[src/rtl/fsp_pkg.sv]
// Constants shared by the frame statistics pulse logic.
// Assumes a 32-bit classic Wishbone slave and 16-bit frame byte counts.
package fsp_pkg;

   // Frame length width and size bin edges in bytes
   localparam int LEN_W = 16;
   localparam logic [15:0] BIN_64 = 16'h0040;
   localparam logic [15:0] BIN_127 = 16'h007F;
   localparam logic [15:0] BIN_255 = 16'h00FF;
   localparam logic [15:0] BIN_511 = 16'h01FF;
   localparam logic [15:0] BIN_1023 = 16'h03FF;
   localparam logic [15:0] BIN_1518 = 16'h05EE;

   // Register byte offsets
   localparam logic [7:0] ADDR_TX_MAX = 8'h00;
   localparam logic [7:0] ADDR_RX_MAX = 8'h04;
   localparam logic [7:0] ADDR_STATUS = 8'h08;
   localparam logic [7:0] ADDR_CTRL = 8'h0C;

   // Reset values
   localparam logic [15:0] MAX_RESET = 16'h05EE;
   localparam logic [1:0] CTRL_RESET = 2'h3;
   localparam int CTRL_TX_EN = 0;
   localparam int CTRL_RX_EN = 1;

   // Classification flag positions; transmit uses the low TX_FLAG_W
   localparam int FLAG_W = 27;
   localparam int TX_FLAG_W = 22;
   localparam int F_64 = 0;
   localparam int F_127 = 1;
   localparam int F_255 = 2;
   localparam int F_511 = 3;
   localparam int F_1023 = 4;
   localparam int F_1518 = 5;
   localparam int F_MAX = 6;
   localparam int F_OVER = 7;
   localparam int F_MC_DERR = 8;
   localparam int F_MC_DOK = 9;
   localparam int F_BC_DERR = 10;
   localparam int F_BC_DOK = 11;
   localparam int F_UC_DERR = 12;
   localparam int F_UC_DOK = 13;
   localparam int F_MC_CTRL = 14;
   localparam int F_BC_CTRL = 15;
   localparam int F_UC_CTRL = 16;
   localparam int F_PAUSE = 17;
   localparam int F_FCS = 18;
   localparam int F_FRAG = 19;
   localparam int F_JAB = 20;
   localparam int F_LGCB = 21;
   localparam int F_RUNT = 22;
   localparam int F_PAUSE_ERR = 23;
   localparam int F_MC_CERR = 24;
   localparam int F_BC_CERR = 25;
   localparam int F_UC_CERR = 26;

endpackage : fsp_pkg

[src/rtl/fsp_frame_statistics_pulses.sv]
// Frame statistics increment pulses for the transmit and receive MAC paths.
// Assumes per-frame descriptors arrive from MAC logic on i_core_clk.
// How it works
// Each received frame of 64..1518 bytes pulses exactly one size bin.
// Receive runt pulse for a frame under 64 bytes with good checksum.
// Receive max pulse when length equals programmed receive maximum.
// Receive oversize pulse when length exceeds programmed receive maximum.
// Received non-control frames pulse one of six type/error indicators.
// Valid received control frames pulse multicast, broadcast or unicast.
// Valid received pause frames pulse the receive pause indicator.
// Received frame with checksum error pulses receive checksum indicator.
// Received frame under 64 bytes with checksum error pulses fragment.
// Oversized received frame with checksum error pulses jabber.
// Valid-size received frame with checksum error pulses its indicator.
// Errored received pause frame pulses errored pause indicator.
// Errored received control frame pulses one of three by type.
// Transmitted non-control frames pulse one of six type/error pulses.
// Valid transmitted control frames pulse multicast, broadcast, unicast.
// Valid transmitted pause frame pulses transmit pause indicator.
// Transmitted frame with checksum error pulses transmit indicator.
// Transmitted frame under 64 bytes with checksum error: fragment.
// Oversized transmitted frame with checksum error pulses jabber.
// Valid-size transmitted frame with checksum error pulses indicator.
// Software programs transmit maximum; it sets max and oversize limit.
// Each transmitted frame pulses its size bin if 64..1518 bytes, and max or oversize as they apply.
// Transmit and receive pulses come from their own path logic.
// Pulses always leave as ports and also feed the status counts.
//
// The implementer's own choices: the placing of the registers and the Wishbone register port.
`timescale 1ns/1ps
`default_nettype none
module fsp_frame_statistics_pulses
   import fsp_pkg::*;
(
   input wire logic i_core_clk,
   input wire logic i_rst,
   // Wishbone slave
   input wire logic i_wb_cyc,
   input wire logic i_wb_stb,
   input wire logic i_wb_we,
   input wire logic [7:0] i_wb_adr,
   input wire logic [3:0] i_wb_sel,
   input wire logic [31:0] i_wb_dat,
   output logic [31:0] o_wb_dat,
   output logic o_wb_ack,
   // Transmit frame descriptor
   input wire logic i_tx_frame_done,
   input wire logic [LEN_W-1:0] i_tx_frame_len,
   input wire logic i_tx_dst_mcast,
   input wire logic i_tx_dst_bcast,
   input wire logic i_tx_is_ctrl,
   input wire logic i_tx_is_pause,
   input wire logic i_tx_fcs_err,
   // Receive frame descriptor
   input wire logic i_rx_frame_done,
   input wire logic [LEN_W-1:0] i_rx_frame_len,
   input wire logic i_rx_dst_mcast,
   input wire logic i_rx_dst_bcast,
   input wire logic i_rx_is_ctrl,
   input wire logic i_rx_is_pause,
   input wire logic i_rx_fcs_err,
   // Transmit increment pulses
   output logic o_tx_inc_64,
   output logic o_tx_inc_127,
   output logic o_tx_inc_255,
   output logic o_tx_inc_511,
   output logic o_tx_inc_1023,
   output logic o_tx_inc_1518,
   output logic o_tx_inc_max,
   output logic o_tx_inc_over,
   output logic o_tx_inc_mcast_data_err,
   output logic o_tx_inc_mcast_data_ok,
   output logic o_tx_inc_bcast_data_err,
   output logic o_tx_inc_bcast_data_ok,
   output logic o_tx_inc_ucast_data_err,
   output logic o_tx_inc_ucast_data_ok,
   output logic o_tx_inc_mcast_ctrl,
   output logic o_tx_inc_bcast_ctrl,
   output logic o_tx_inc_ucast_ctrl,
   output logic o_tx_inc_pause,
   output logic o_tx_inc_fcs_err,
   output logic o_tx_inc_fragment,
   output logic o_tx_inc_jabber,
   output logic o_tx_length_good_checksum_bad_pulse,
   // Receive increment pulses
   output logic o_rx_inc_runt,
   output logic o_rx_inc_64,
   output logic o_rx_inc_127,
   output logic o_rx_inc_255,
   output logic o_rx_inc_511,
   output logic o_rx_inc_1023,
   output logic o_rx_inc_1518,
   output logic o_rx_inc_max,
   output logic o_rx_inc_over,
   output logic o_rx_inc_mcast_data_err,
   output logic o_rx_inc_mcast_data_ok,
   output logic o_rx_inc_bcast_data_err,
   output logic o_rx_inc_bcast_data_ok,
   output logic o_rx_inc_ucast_data_err,
   output logic o_rx_inc_ucast_data_ok,
   output logic o_rx_inc_mcast_ctrl,
   output logic o_rx_inc_bcast_ctrl,
   output logic o_rx_inc_ucast_ctrl,
   output logic o_rx_inc_pause,
   output logic o_rx_inc_fcs_err,
   output logic o_rx_inc_fragment,
   output logic o_rx_inc_jabber,
   output logic o_rx_length_good_checksum_bad_pulse,
   output logic o_rx_inc_pause_ctrl_err,
   output logic o_rx_inc_mcast_ctrl_err,
   output logic o_rx_inc_bcast_ctrl_err,
   output logic o_rx_inc_ucast_ctrl_err
);

   // Classify one finished frame into its full set of flags
   function automatic logic [FLAG_W-1:0] classify(
      input logic [LEN_W-1:0] len,
      input logic [LEN_W-1:0] max_len,
      input logic mc,
      input logic bc,
      input logic ctrl,
      input logic pause,
      input logic fcs
   );
      logic [FLAG_W-1:0] f;
      logic short_f;
      logic over_f;
      logic err_f;
      logic is_bc;
      logic is_mc;
      logic is_uc;
      f = '0;
      short_f = (len < BIN_64);
      over_f = (len > max_len);
      err_f = fcs | over_f | short_f;
      // Broadcast addresses are also group addresses; broadcast wins
      is_bc = bc;
      is_mc = mc & ~bc;
      is_uc = ~mc & ~bc;

      // Size bins; frames outside 64..1518 pulse none
      f[F_64] = (len == BIN_64);
      f[F_127] = (len > BIN_64) && (len <= BIN_127);
      f[F_255] = (len > BIN_127) && (len <= BIN_255);
      f[F_511] = (len > BIN_255) && (len <= BIN_511);
      f[F_1023] = (len > BIN_511) && (len <= BIN_1023);
      f[F_1518] = (len > BIN_1023) && (len <= BIN_1518);

      // Limits against the programmed maximum
      f[F_MAX] = (len == max_len);
      f[F_OVER] = over_f;

      // Data frames by destination and error
      f[F_MC_DERR] = ~ctrl & is_mc & err_f;
      f[F_MC_DOK] = ~ctrl & is_mc & ~err_f;
      f[F_BC_DERR] = ~ctrl & is_bc & err_f;
      f[F_BC_DOK] = ~ctrl & is_bc & ~err_f;
      f[F_UC_DERR] = ~ctrl & is_uc & err_f;
      f[F_UC_DOK] = ~ctrl & is_uc & ~err_f;

      // Good control and pause frames
      f[F_MC_CTRL] = ctrl & is_mc & ~err_f;
      f[F_BC_CTRL] = ctrl & is_bc & ~err_f;
      f[F_UC_CTRL] = ctrl & is_uc & ~err_f;
      f[F_PAUSE] = ctrl & pause & ~err_f;

      // Checksum error classes by length
      f[F_FCS] = fcs;
      f[F_FRAG] = short_f & fcs;
      f[F_JAB] = over_f & fcs;
      f[F_LGCB] = fcs & ~short_f & ~over_f;

      // Receive only: runt and errored control
      f[F_RUNT] = short_f & ~fcs;
      f[F_PAUSE_ERR] = ctrl & pause & err_f;
      f[F_MC_CERR] = ctrl & is_mc & err_f;
      f[F_BC_CERR] = ctrl & is_bc & err_f;
      f[F_UC_CERR] = ctrl & is_uc & err_f;
      return f;
   endfunction : classify

   // Software settings: size limits and path enables
   logic [LEN_W-1:0] tx_max_reg;
   logic [LEN_W-1:0] rx_max_reg;
   logic [1:0] ctrl_reg;

   // Frames pulsed per path, read back as status
   logic [15:0] tx_count_reg;
   logic [15:0] rx_count_reg;

   // Pulse registers, one cycle per finished frame
   logic [TX_FLAG_W-1:0] tx_flags_reg;
   logic [FLAG_W-1:0] rx_flags_reg;

   // Live classification of the current descriptors
   logic [FLAG_W-1:0] tx_class;
   logic [FLAG_W-1:0] rx_class;

   // Bus request decode and read data
   logic wb_req;
   logic wb_wr;
   logic [31:0] rd_next;

   // Frame classification from the live descriptors
   assign tx_class = classify(i_tx_frame_len, tx_max_reg, i_tx_dst_mcast,
      i_tx_dst_bcast, i_tx_is_ctrl, i_tx_is_pause, i_tx_fcs_err);
   assign rx_class = classify(i_rx_frame_len, rx_max_reg, i_rx_dst_mcast,
      i_rx_dst_bcast, i_rx_is_ctrl, i_rx_is_pause, i_rx_fcs_err);

   // Bus request decode; one wait state, ack dropped after one cycle
   assign wb_req = i_wb_cyc & i_wb_stb & ~o_wb_ack;
   assign wb_wr = wb_req & i_wb_we;

   // Transmit pulse register, one cycle per finished frame
   always_ff @(posedge i_core_clk) begin
      if (i_rst) begin
         tx_flags_reg <= '0;
      end else if (i_tx_frame_done && ctrl_reg[CTRL_TX_EN]) begin
         tx_flags_reg <= tx_class[TX_FLAG_W-1:0];
      end else begin
         tx_flags_reg <= '0;
      end
   end

   // Receive pulse register, one cycle per finished frame
   always_ff @(posedge i_core_clk) begin
      if (i_rst) begin
         rx_flags_reg <= '0;
      end else if (i_rx_frame_done && ctrl_reg[CTRL_RX_EN]) begin
         rx_flags_reg <= rx_class;
      end else begin
         rx_flags_reg <= '0;
      end
   end

   // Transmit frame count seen by software, fed from the same pulses
   always_ff @(posedge i_core_clk) begin
      if (i_rst) begin
         tx_count_reg <= '0;
      end else if (|tx_flags_reg) begin
         tx_count_reg <= tx_count_reg + 16'h0001;
      end
   end

   // Receive frame count; wraps, so software reads the difference
   always_ff @(posedge i_core_clk) begin
      if (i_rst) begin
         rx_count_reg <= '0;
      end else if (|rx_flags_reg) begin
         rx_count_reg <= rx_count_reg + 16'h0001;
      end
   end

   // Configuration writes with byte lane strobes
   always_ff @(posedge i_core_clk) begin
      if (i_rst) begin
         tx_max_reg <= MAX_RESET;
         rx_max_reg <= MAX_RESET;
         ctrl_reg <= CTRL_RESET;
      end else if (wb_wr) begin
         case (i_wb_adr)
            ADDR_TX_MAX: begin
               if (i_wb_sel[0]) tx_max_reg[7:0] <= i_wb_dat[7:0];
               if (i_wb_sel[1]) tx_max_reg[15:8] <= i_wb_dat[15:8];
            end
            ADDR_RX_MAX: begin
               if (i_wb_sel[0]) rx_max_reg[7:0] <= i_wb_dat[7:0];
               if (i_wb_sel[1]) rx_max_reg[15:8] <= i_wb_dat[15:8];
            end
            ADDR_CTRL: begin
               if (i_wb_sel[0]) ctrl_reg <= i_wb_dat[1:0];
            end
            default: begin
            end
         endcase
      end
   end

   // Read data mux; unmapped offsets read zero
   always_comb begin
      rd_next = '0;
      case (i_wb_adr)
         ADDR_TX_MAX: rd_next = {16'h0000, tx_max_reg};
         ADDR_RX_MAX: rd_next = {16'h0000, rx_max_reg};
         ADDR_STATUS: rd_next = {rx_count_reg, tx_count_reg};
         ADDR_CTRL: rd_next = {30'h00000000, ctrl_reg};
         default: rd_next = '0;
      endcase
   end

   // Bus answer registers
   always_ff @(posedge i_core_clk) begin
      if (i_rst) begin
         o_wb_ack <= 1'b0;
         o_wb_dat <= '0;
      end else begin
         o_wb_ack <= wb_req;
         o_wb_dat <= wb_req ? rd_next : 32'h00000000;
      end
   end

   // Transmit pulse outputs
   assign o_tx_inc_64 = tx_flags_reg[F_64];
   assign o_tx_inc_127 = tx_flags_reg[F_127];
   assign o_tx_inc_255 = tx_flags_reg[F_255];
   assign o_tx_inc_511 = tx_flags_reg[F_511];
   assign o_tx_inc_1023 = tx_flags_reg[F_1023];
   assign o_tx_inc_1518 = tx_flags_reg[F_1518];

   // Transmit size limit pulses
   assign o_tx_inc_max = tx_flags_reg[F_MAX];
   assign o_tx_inc_over = tx_flags_reg[F_OVER];

   // Transmit data frame pulses
   assign o_tx_inc_mcast_data_err = tx_flags_reg[F_MC_DERR];
   assign o_tx_inc_mcast_data_ok = tx_flags_reg[F_MC_DOK];
   assign o_tx_inc_bcast_data_err = tx_flags_reg[F_BC_DERR];
   assign o_tx_inc_bcast_data_ok = tx_flags_reg[F_BC_DOK];
   assign o_tx_inc_ucast_data_err = tx_flags_reg[F_UC_DERR];
   assign o_tx_inc_ucast_data_ok = tx_flags_reg[F_UC_DOK];

   // Transmit good control and pause pulses
   assign o_tx_inc_mcast_ctrl = tx_flags_reg[F_MC_CTRL];
   assign o_tx_inc_bcast_ctrl = tx_flags_reg[F_BC_CTRL];
   assign o_tx_inc_ucast_ctrl = tx_flags_reg[F_UC_CTRL];
   assign o_tx_inc_pause = tx_flags_reg[F_PAUSE];

   // Transmit checksum error pulses
   assign o_tx_inc_fcs_err = tx_flags_reg[F_FCS];
   assign o_tx_inc_fragment = tx_flags_reg[F_FRAG];
   assign o_tx_inc_jabber = tx_flags_reg[F_JAB];
   assign o_tx_length_good_checksum_bad_pulse = tx_flags_reg[F_LGCB];

   // Receive pulse outputs
   assign o_rx_inc_runt = rx_flags_reg[F_RUNT];

   // Receive size bin pulses
   assign o_rx_inc_64 = rx_flags_reg[F_64];
   assign o_rx_inc_127 = rx_flags_reg[F_127];
   assign o_rx_inc_255 = rx_flags_reg[F_255];
   assign o_rx_inc_511 = rx_flags_reg[F_511];
   assign o_rx_inc_1023 = rx_flags_reg[F_1023];
   assign o_rx_inc_1518 = rx_flags_reg[F_1518];

   // Receive size limit pulses
   assign o_rx_inc_max = rx_flags_reg[F_MAX];
   assign o_rx_inc_over = rx_flags_reg[F_OVER];

   // Receive data frame pulses
   assign o_rx_inc_mcast_data_err = rx_flags_reg[F_MC_DERR];
   assign o_rx_inc_mcast_data_ok = rx_flags_reg[F_MC_DOK];
   assign o_rx_inc_bcast_data_err = rx_flags_reg[F_BC_DERR];
   assign o_rx_inc_bcast_data_ok = rx_flags_reg[F_BC_DOK];
   assign o_rx_inc_ucast_data_err = rx_flags_reg[F_UC_DERR];
   assign o_rx_inc_ucast_data_ok = rx_flags_reg[F_UC_DOK];

   // Receive good control and pause pulses
   assign o_rx_inc_mcast_ctrl = rx_flags_reg[F_MC_CTRL];
   assign o_rx_inc_bcast_ctrl = rx_flags_reg[F_BC_CTRL];
   assign o_rx_inc_ucast_ctrl = rx_flags_reg[F_UC_CTRL];
   assign o_rx_inc_pause = rx_flags_reg[F_PAUSE];

   // Receive checksum error pulses
   assign o_rx_inc_fcs_err = rx_flags_reg[F_FCS];
   assign o_rx_inc_fragment = rx_flags_reg[F_FRAG];
   assign o_rx_inc_jabber = rx_flags_reg[F_JAB];
   assign o_rx_length_good_checksum_bad_pulse = rx_flags_reg[F_LGCB];

   // Receive errored control pulses
   assign o_rx_inc_pause_ctrl_err = rx_flags_reg[F_PAUSE_ERR];
   assign o_rx_inc_mcast_ctrl_err = rx_flags_reg[F_MC_CERR];
   assign o_rx_inc_bcast_ctrl_err = rx_flags_reg[F_BC_CERR];
   assign o_rx_inc_ucast_ctrl_err = rx_flags_reg[F_UC_CERR];

endmodule : fsp_frame_statistics_pulses
`default_nettype wire

[config.mk]
export PLATFORM = sky130hd
export DESIGN_NAME = fsp_frame_statistics_pulses
export DESIGN_NICKNAME = d
export VERILOG_FILES = /design/src/rtl/fsp_pkg.sv /design/src/rtl/fsp_frame_statistics_pulses.sv
export SDC_FILE = /design/constraint.sdc
export NUM_CORES = 1
export LEC_CHECK = 0
export ABC_AREA = 1
export BUFFER_PORTS_ARGS = -buffer_cell sky130_fd_sc_hd__buf_4
export CORE_ASPECT_RATIO = 2
export CORE_MARGIN = 3
export CORE_UTILIZATION = 40
export CTS_CLUSTER_DIAMETER = 100
export DETAILED_ROUTE_END_ITERATION = 8
export PLACE_DENSITY_LB_ADDON = 0.25
export SETUP_SLACK_MARGIN = 0.2
export SLEW_MARGIN = 20
export SYNTH_ARGS = -nofsm -noshare
export SYNTH_HDL_FRONTEND = slang
export SYNTH_SLANG_ARGS = --single-unit
[constraint.sdc]
create_clock -name i_core_clk -period 3.5 [get_ports i_core_clk]
set_input_delay 0.35 -clock i_core_clk [delete_from_list [all_inputs] [get_ports i_core_clk]]
set_output_delay 0.35 -clock i_core_clk [all_outputs]
set_load 0.05 [all_outputs]
; ---- Yosys cells after proc, flatten, opt, wreduce, memory -nomap -nowiden
; Index checks and enable logic that the tools add are counted.
; Widths: inputs -> output; s select.
[totals]
out_inout_bits = 82
ff_bits = 148
ram_bits = 0
romBits = 0
in_bits = 93
word_cells = 143
mem_count = 0
latch_bits = 0
[op_classes]
n_mul = 0
n_addsub = 2
magnitude_cmp = 24
muxes = 1
n_shift = 0
n_reduce_logical = 23
n_bitwise = 75
n_eq_ne = 7
div = 0
[op_table]
columns = operator, n
row1 = $pmux 32 s4, 1
row2 = $gt 16x7->1 const B, 4
row3 = $and 1x1->1, 54
row4 = $add 16x1->16 const B, 2
row5 = $eq 16x16->1, 2
row6 = $eq 16x7->1 const B, 2
row7 = $gt 16x10->1 const B, 2
row8 = $gt 16x16->1, 2
row9 = $gt 16x8->1 const B, 2
row10 = $gt 16x9->1 const B, 2
row11 = $le 16x10->1 const B, 2
row12 = $le 16x11->1 const B, 2
row13 = $le 16x7->1 const B, 2
row14 = $le 16x8->1 const B, 2
row15 = $le 16x9->1 const B, 2
row16 = $lt 16x7->1 const B, 2
row17 = $reduce_or 27->1, 1
row18 = $reduce_or 22->1, 1
row19 = $not 1->1, 17
row20 = $eq 8x4->1 const B, 2
row21 = $reduce_and 3->1, 5
row22 = $logic_and 1x1->1, 12
row23 = $eq 8x3->1 const B, 1
row24 = $logic_not 8->1, 1
row25 = 2 further kinds, 7

; ---- Longest topological paths before layout
[logic_depth]
word_depth = 5
ltp_mapped = 14
ltp_nobuf = 14

; ---- Worst setup path before layout
; Ideal clock, no wire load.
[synth_timing]
path_kind = flip-flop to flip-flop
start = reg tx_flags_reg[17]
end = reg tx_count_reg[10]
setup_ns = 0.132
path_buffers = 1
synth_period_minus_slack_ns = 1.692
path_slack_ns = 1.808
arrival_time_ns = 1.559
required_ns = 3.368
stages_incl_launch_ff = 7
path_cell_list = dfxtp_1 > or2_1 > nor3_4 > nand3_4 > buf_2 > nand2_1 > a21oi_1
[synth_between]
elab_chain_cells = 1
[synth_rtl]
columns = item, line_no
row1 = "start, declared", fsp_frame_statistics_pulses.sv:192  ; logic [TX_FLAG_W-1:0] tx_flags_reg;
row2 = "start signal, assigned", fsp_frame_statistics_pulses.sv:219  ; tx_flags_reg <= tx_class[TX_FLAG_W-1:0];
row3 = $reduce_or 22->1, fsp_frame_statistics_pulses.sv:240  ; end else if (|tx_flags_reg) begin
row4 = "end signal, assigned", fsp_frame_statistics_pulses.sv:241  ; tx_count_reg <= tx_count_reg + 16'h0001;
row5 = "end, declared", fsp_frame_statistics_pulses.sv:188  ; logic [15:0] tx_count_reg;
; Every way passes these cells.
; A chain may end at the register's enable or synchronous reset.

; ---- Worst setup path after layout
[layout_timing]
start = reg rx_max_reg[11]
end = reg rx_flags_reg[11]
[layout_between]
elab_chain_cells = 5
[layout_rtl]
columns = item, line_no
row1 = "start, declared", fsp_frame_statistics_pulses.sv:184  ; logic [LEN_W-1:0] rx_max_reg;
row2 = "start signal, assigned", fsp_frame_statistics_pulses.sv:268  ; if (i_wb_sel[1]) rx_max_reg[15:8] <= i_wb_dat[15:8];
row3 = $gt 16x16->1, fsp_frame_statistics_pulses.sv:134  ; over_f = (len > max_len);
row4 = $or 1x1->1 (2 in series), fsp_frame_statistics_pulses.sv:135  ; err_f = fcs | over_f | short_f;
row5 = $not 1->1, fsp_frame_statistics_pulses.sv:157  ; f[F_BC_DOK] = ~ctrl & is_bc & ~err_f;
row6 = $and 1x1->1, fsp_frame_statistics_pulses.sv:157
row7 = "end signal, assigned", fsp_frame_statistics_pulses.sv:230  ; rx_flags_reg <= rx_class;
row8 = "end, declared", fsp_frame_statistics_pulses.sv:193  ; logic [FLAG_W-1:0] rx_flags_reg;
; Every way passes these cells.

==> impl_metrics.tcl <==
set metrics [dict create \
    dieArea_um2 19100 \
    first_pass_iters 5 \
    worstPathCellList "inv_1 -> ha_1 -> nand4_1 -> nor3_1 -> nand3_1 -> nand2_1 -> nand2_1 -> nor2_1" \
    port_buffers 156 \
    synthMuxAreaShare 0 \
    holdWs_ps 106 \
    synth_top_family_by_area "simple AND/OR/NAND/NOR gates" \
    core_um2 16800 \
    worstMarginPinSlew_ps 725 \
    crit_path_end_kind "flop" \
    synthXorXnorAreaFrac 0.0139 \
    rsz0062_at_grt "false" \
    die_w_um 99.1 \
    fillers 1669 \
    cts-hold-fix-buffers 0 \
    skew_ps 11.0 \
    grt_use_met2 0.443 \
    synthesis.area_um2 6940 \
    groute.usage.overall 0.223 \
    routed_wirelength_um 20900 \
    grtUsageMet1 0.199 \
    path_clk_slew_ps 60 \
    rows 67 \
    via_per_inst 5.15 \
    largest_reg_flops 32 \
    cts.path.max_buffers 2 \
    maxSlewViolCount 0 \
    synth_seq_cells 148 \
    syn_inst 936 \
    postRouteAntennaNets 0 \
    grt_pass1_vias 6626 \
    setup_viol 0 \
    period_minus_slack_ps 2120 \
    fin_nets 1219 \
    timing.fmax_ghz 0.472 \
    grt_max_degree 46 \
    pin_count 175 \
    cts_buffers 17 \
    drive_gt1_frac 0.198 \
    area_growth_pct 28.0 \
    finalCritPeriodShare 0.605 \
    crit_slowest_cell "dfxtp_1" \
    die_y_um 192 \
    slowest_delay_ps 330 \
    reg2reg_depth 8 \
    vias 6756 \
    required_ps 3860 \
    cellPowerDensity_nw_per_um2 449 \
    final_cell_area_um2 8880 \
    drt-initial-drc-count 226 \
    ys_types 32 \
    arrival_ps 2470 \
    initial_utilization 0.412 \
    synthAdderAreaFrac 0.0613 \
    cts_tree "yes" \
    critPathLaunchType "flop" \
    seq_area_frac_synth 0.427 \
    hold_class "in -> reg" \
    synth_fp_nets 1063 \
    cap_violations 0 \
    finalWeightedCongestion 0.934 \
    clock-root-buffer "clkbuf_16" \
    min_path_cells 2 \
    post_cts_resized 0 \
    grt_pass1_wl_um 32800 \
    post_cts_buffers 0 \
    gr-usage-met3 0.0349 \
    placed_cell_area_um2 8260 \
    crit_type "reg -> reg" \
    ir_worst_vdd_mv 0.344 \
    wl_per_cell_um 15.9 \
    path_common_cell "nand2_1" \
    drc_errors 0 \
    timing.slew.headroom 0.515 \
    ys.warnings.count 0 \
    htreeDepth 4 \
    hold_viol_final 0 \
    crit_fanout 9 \
    clock_latency_ps 430 \
    finalSetupTns_ps 0 \
    synth-simple-area-share 0.312 \
    gr-total-overflow 0 \
    synth-compound-area-share 0.105 \
    dpl.hpwl_um 16600 \
    grt-busiest-layer "met2" \
    cts_sinks 148 \
    syn_avg_cell_area_um2 7.41 \
    antenna_found_initial 0 \
    status "finished, final reports clean" \
    p_leak_nw 4.10 \
    antenna_cells 0 \
]
==> layout by cell type, fill, tap and decap left out, types with 26 or more instances in the layout <==
cell type and count:
a21oi_1 74, buf_4 162, dfxtp_1 148, ha_1 34
inv_1 107, nand2_1 205, nand3_1 77, nand4_1 26
nor2_1 111, nor3_1 39
==> cell type report <==
class	instances	area (um2)	area share
inverters	110	413	0.0465
clock buffers	17	425	0.0479
well taps	207	259	0.0292
multi-input cells	653	3410	0.384
repair buffers	162	1220	0.137
flip-flops and latches	148	2960	0.334
clock inverters	15	191	0.0216
==> Yosys cell counts, drive strengths merged <==
| cell type | count | area, um2 |
|---|---|---|
| clkinv | 2 | 7.51 |
| nand3b | 1 | 7.51 |
| nor4 | 6 | 37.5 |
| buf | 14 | 106 |
| o21ai | 24 | 120 |
| nor3 | 45 | 280 |
| and3 | 1 | 6.26 |
| or2 | 6 | 37.5 |
| clkbuf | 11 | 41.3 |
| o211ai | 22 | 215 |
| ha | 34 | 425 |
| a31oi | 1 | 6.26 |
| xor2 | 11 | 96.3 |
| dfxtp | 148 | 2960 |
| nand3 | 78 | 403 |
| nand4 | 26 | 163 |
| a21o | 2 | 15.0 |
| inv | 108 | 405 |
| nor2 | 111 | 417 |
| nand2 | 211 | 812 |
| a21oi | 74 | 370 |
==> power by group <==
part           internal (mW)  switching, mW
clock                   1.14          0.793
combinational          0.119          0.211
sequential              1.70         0.0193
==> worst max-delay path: cells and delay by family, from the launching register on <==
family	cells	cell delay, ps
buffers and inverters	1	80
flip-flops	1	330
adder cells (fa/ha/maj)	1	320
AND/OR/NAND/NOR	6	1330
==> per-layer routing <==
metal  part of all wire  wire (um)
met5                  0          0
met4              0.061       1270
met2               0.58      12100
met3              0.037        776
met1               0.32       6720
==> stage by stage <==
| stage | power [mW] | instances | worst slack [ps] | util |
|---|---|---|---|---|
| after floorplan | 1.94 | 936 | 1810 | - |
| after global placement | 2.09 | 1280 | 1290 | 0.490 |
| after detailed placement | 2.09 | 1280 | 1280 | 0.490 |
| after CTS | 4.01 | 1312 | 1320 | 0.527 |
| after global routing | 4.12 | 1312 | 1090 | 0.527 |
| final | 3.98 | 1312 | 1380 | 0.527 |
==> final timing paths <==
path	start	endpoint	slack [ps]
worst max-delay path	rx_max_reg[11]	rx_flags_reg[11]	1380
worst min-delay path	i_rx_frame_len[9]	rx_flags_reg[3]	110
worst max register to register	rx_max_reg[11]	rx_flags_reg[11]	1380
worst min register to register	tx_max_reg[1]	tx_max_reg[1]	480
==> cells by family after synthesis <==
logic type               count (synthesis)
AO/OA/AOI/OAI                          123
XOR/XNOR                                11
AND/OR/NAND/NOR                        485
flip-flops                             148
buffers and inverters                  135
adder cells (fa/ha/maj)                 34
No activity file was read; power rests on OpenSTA's default activity.
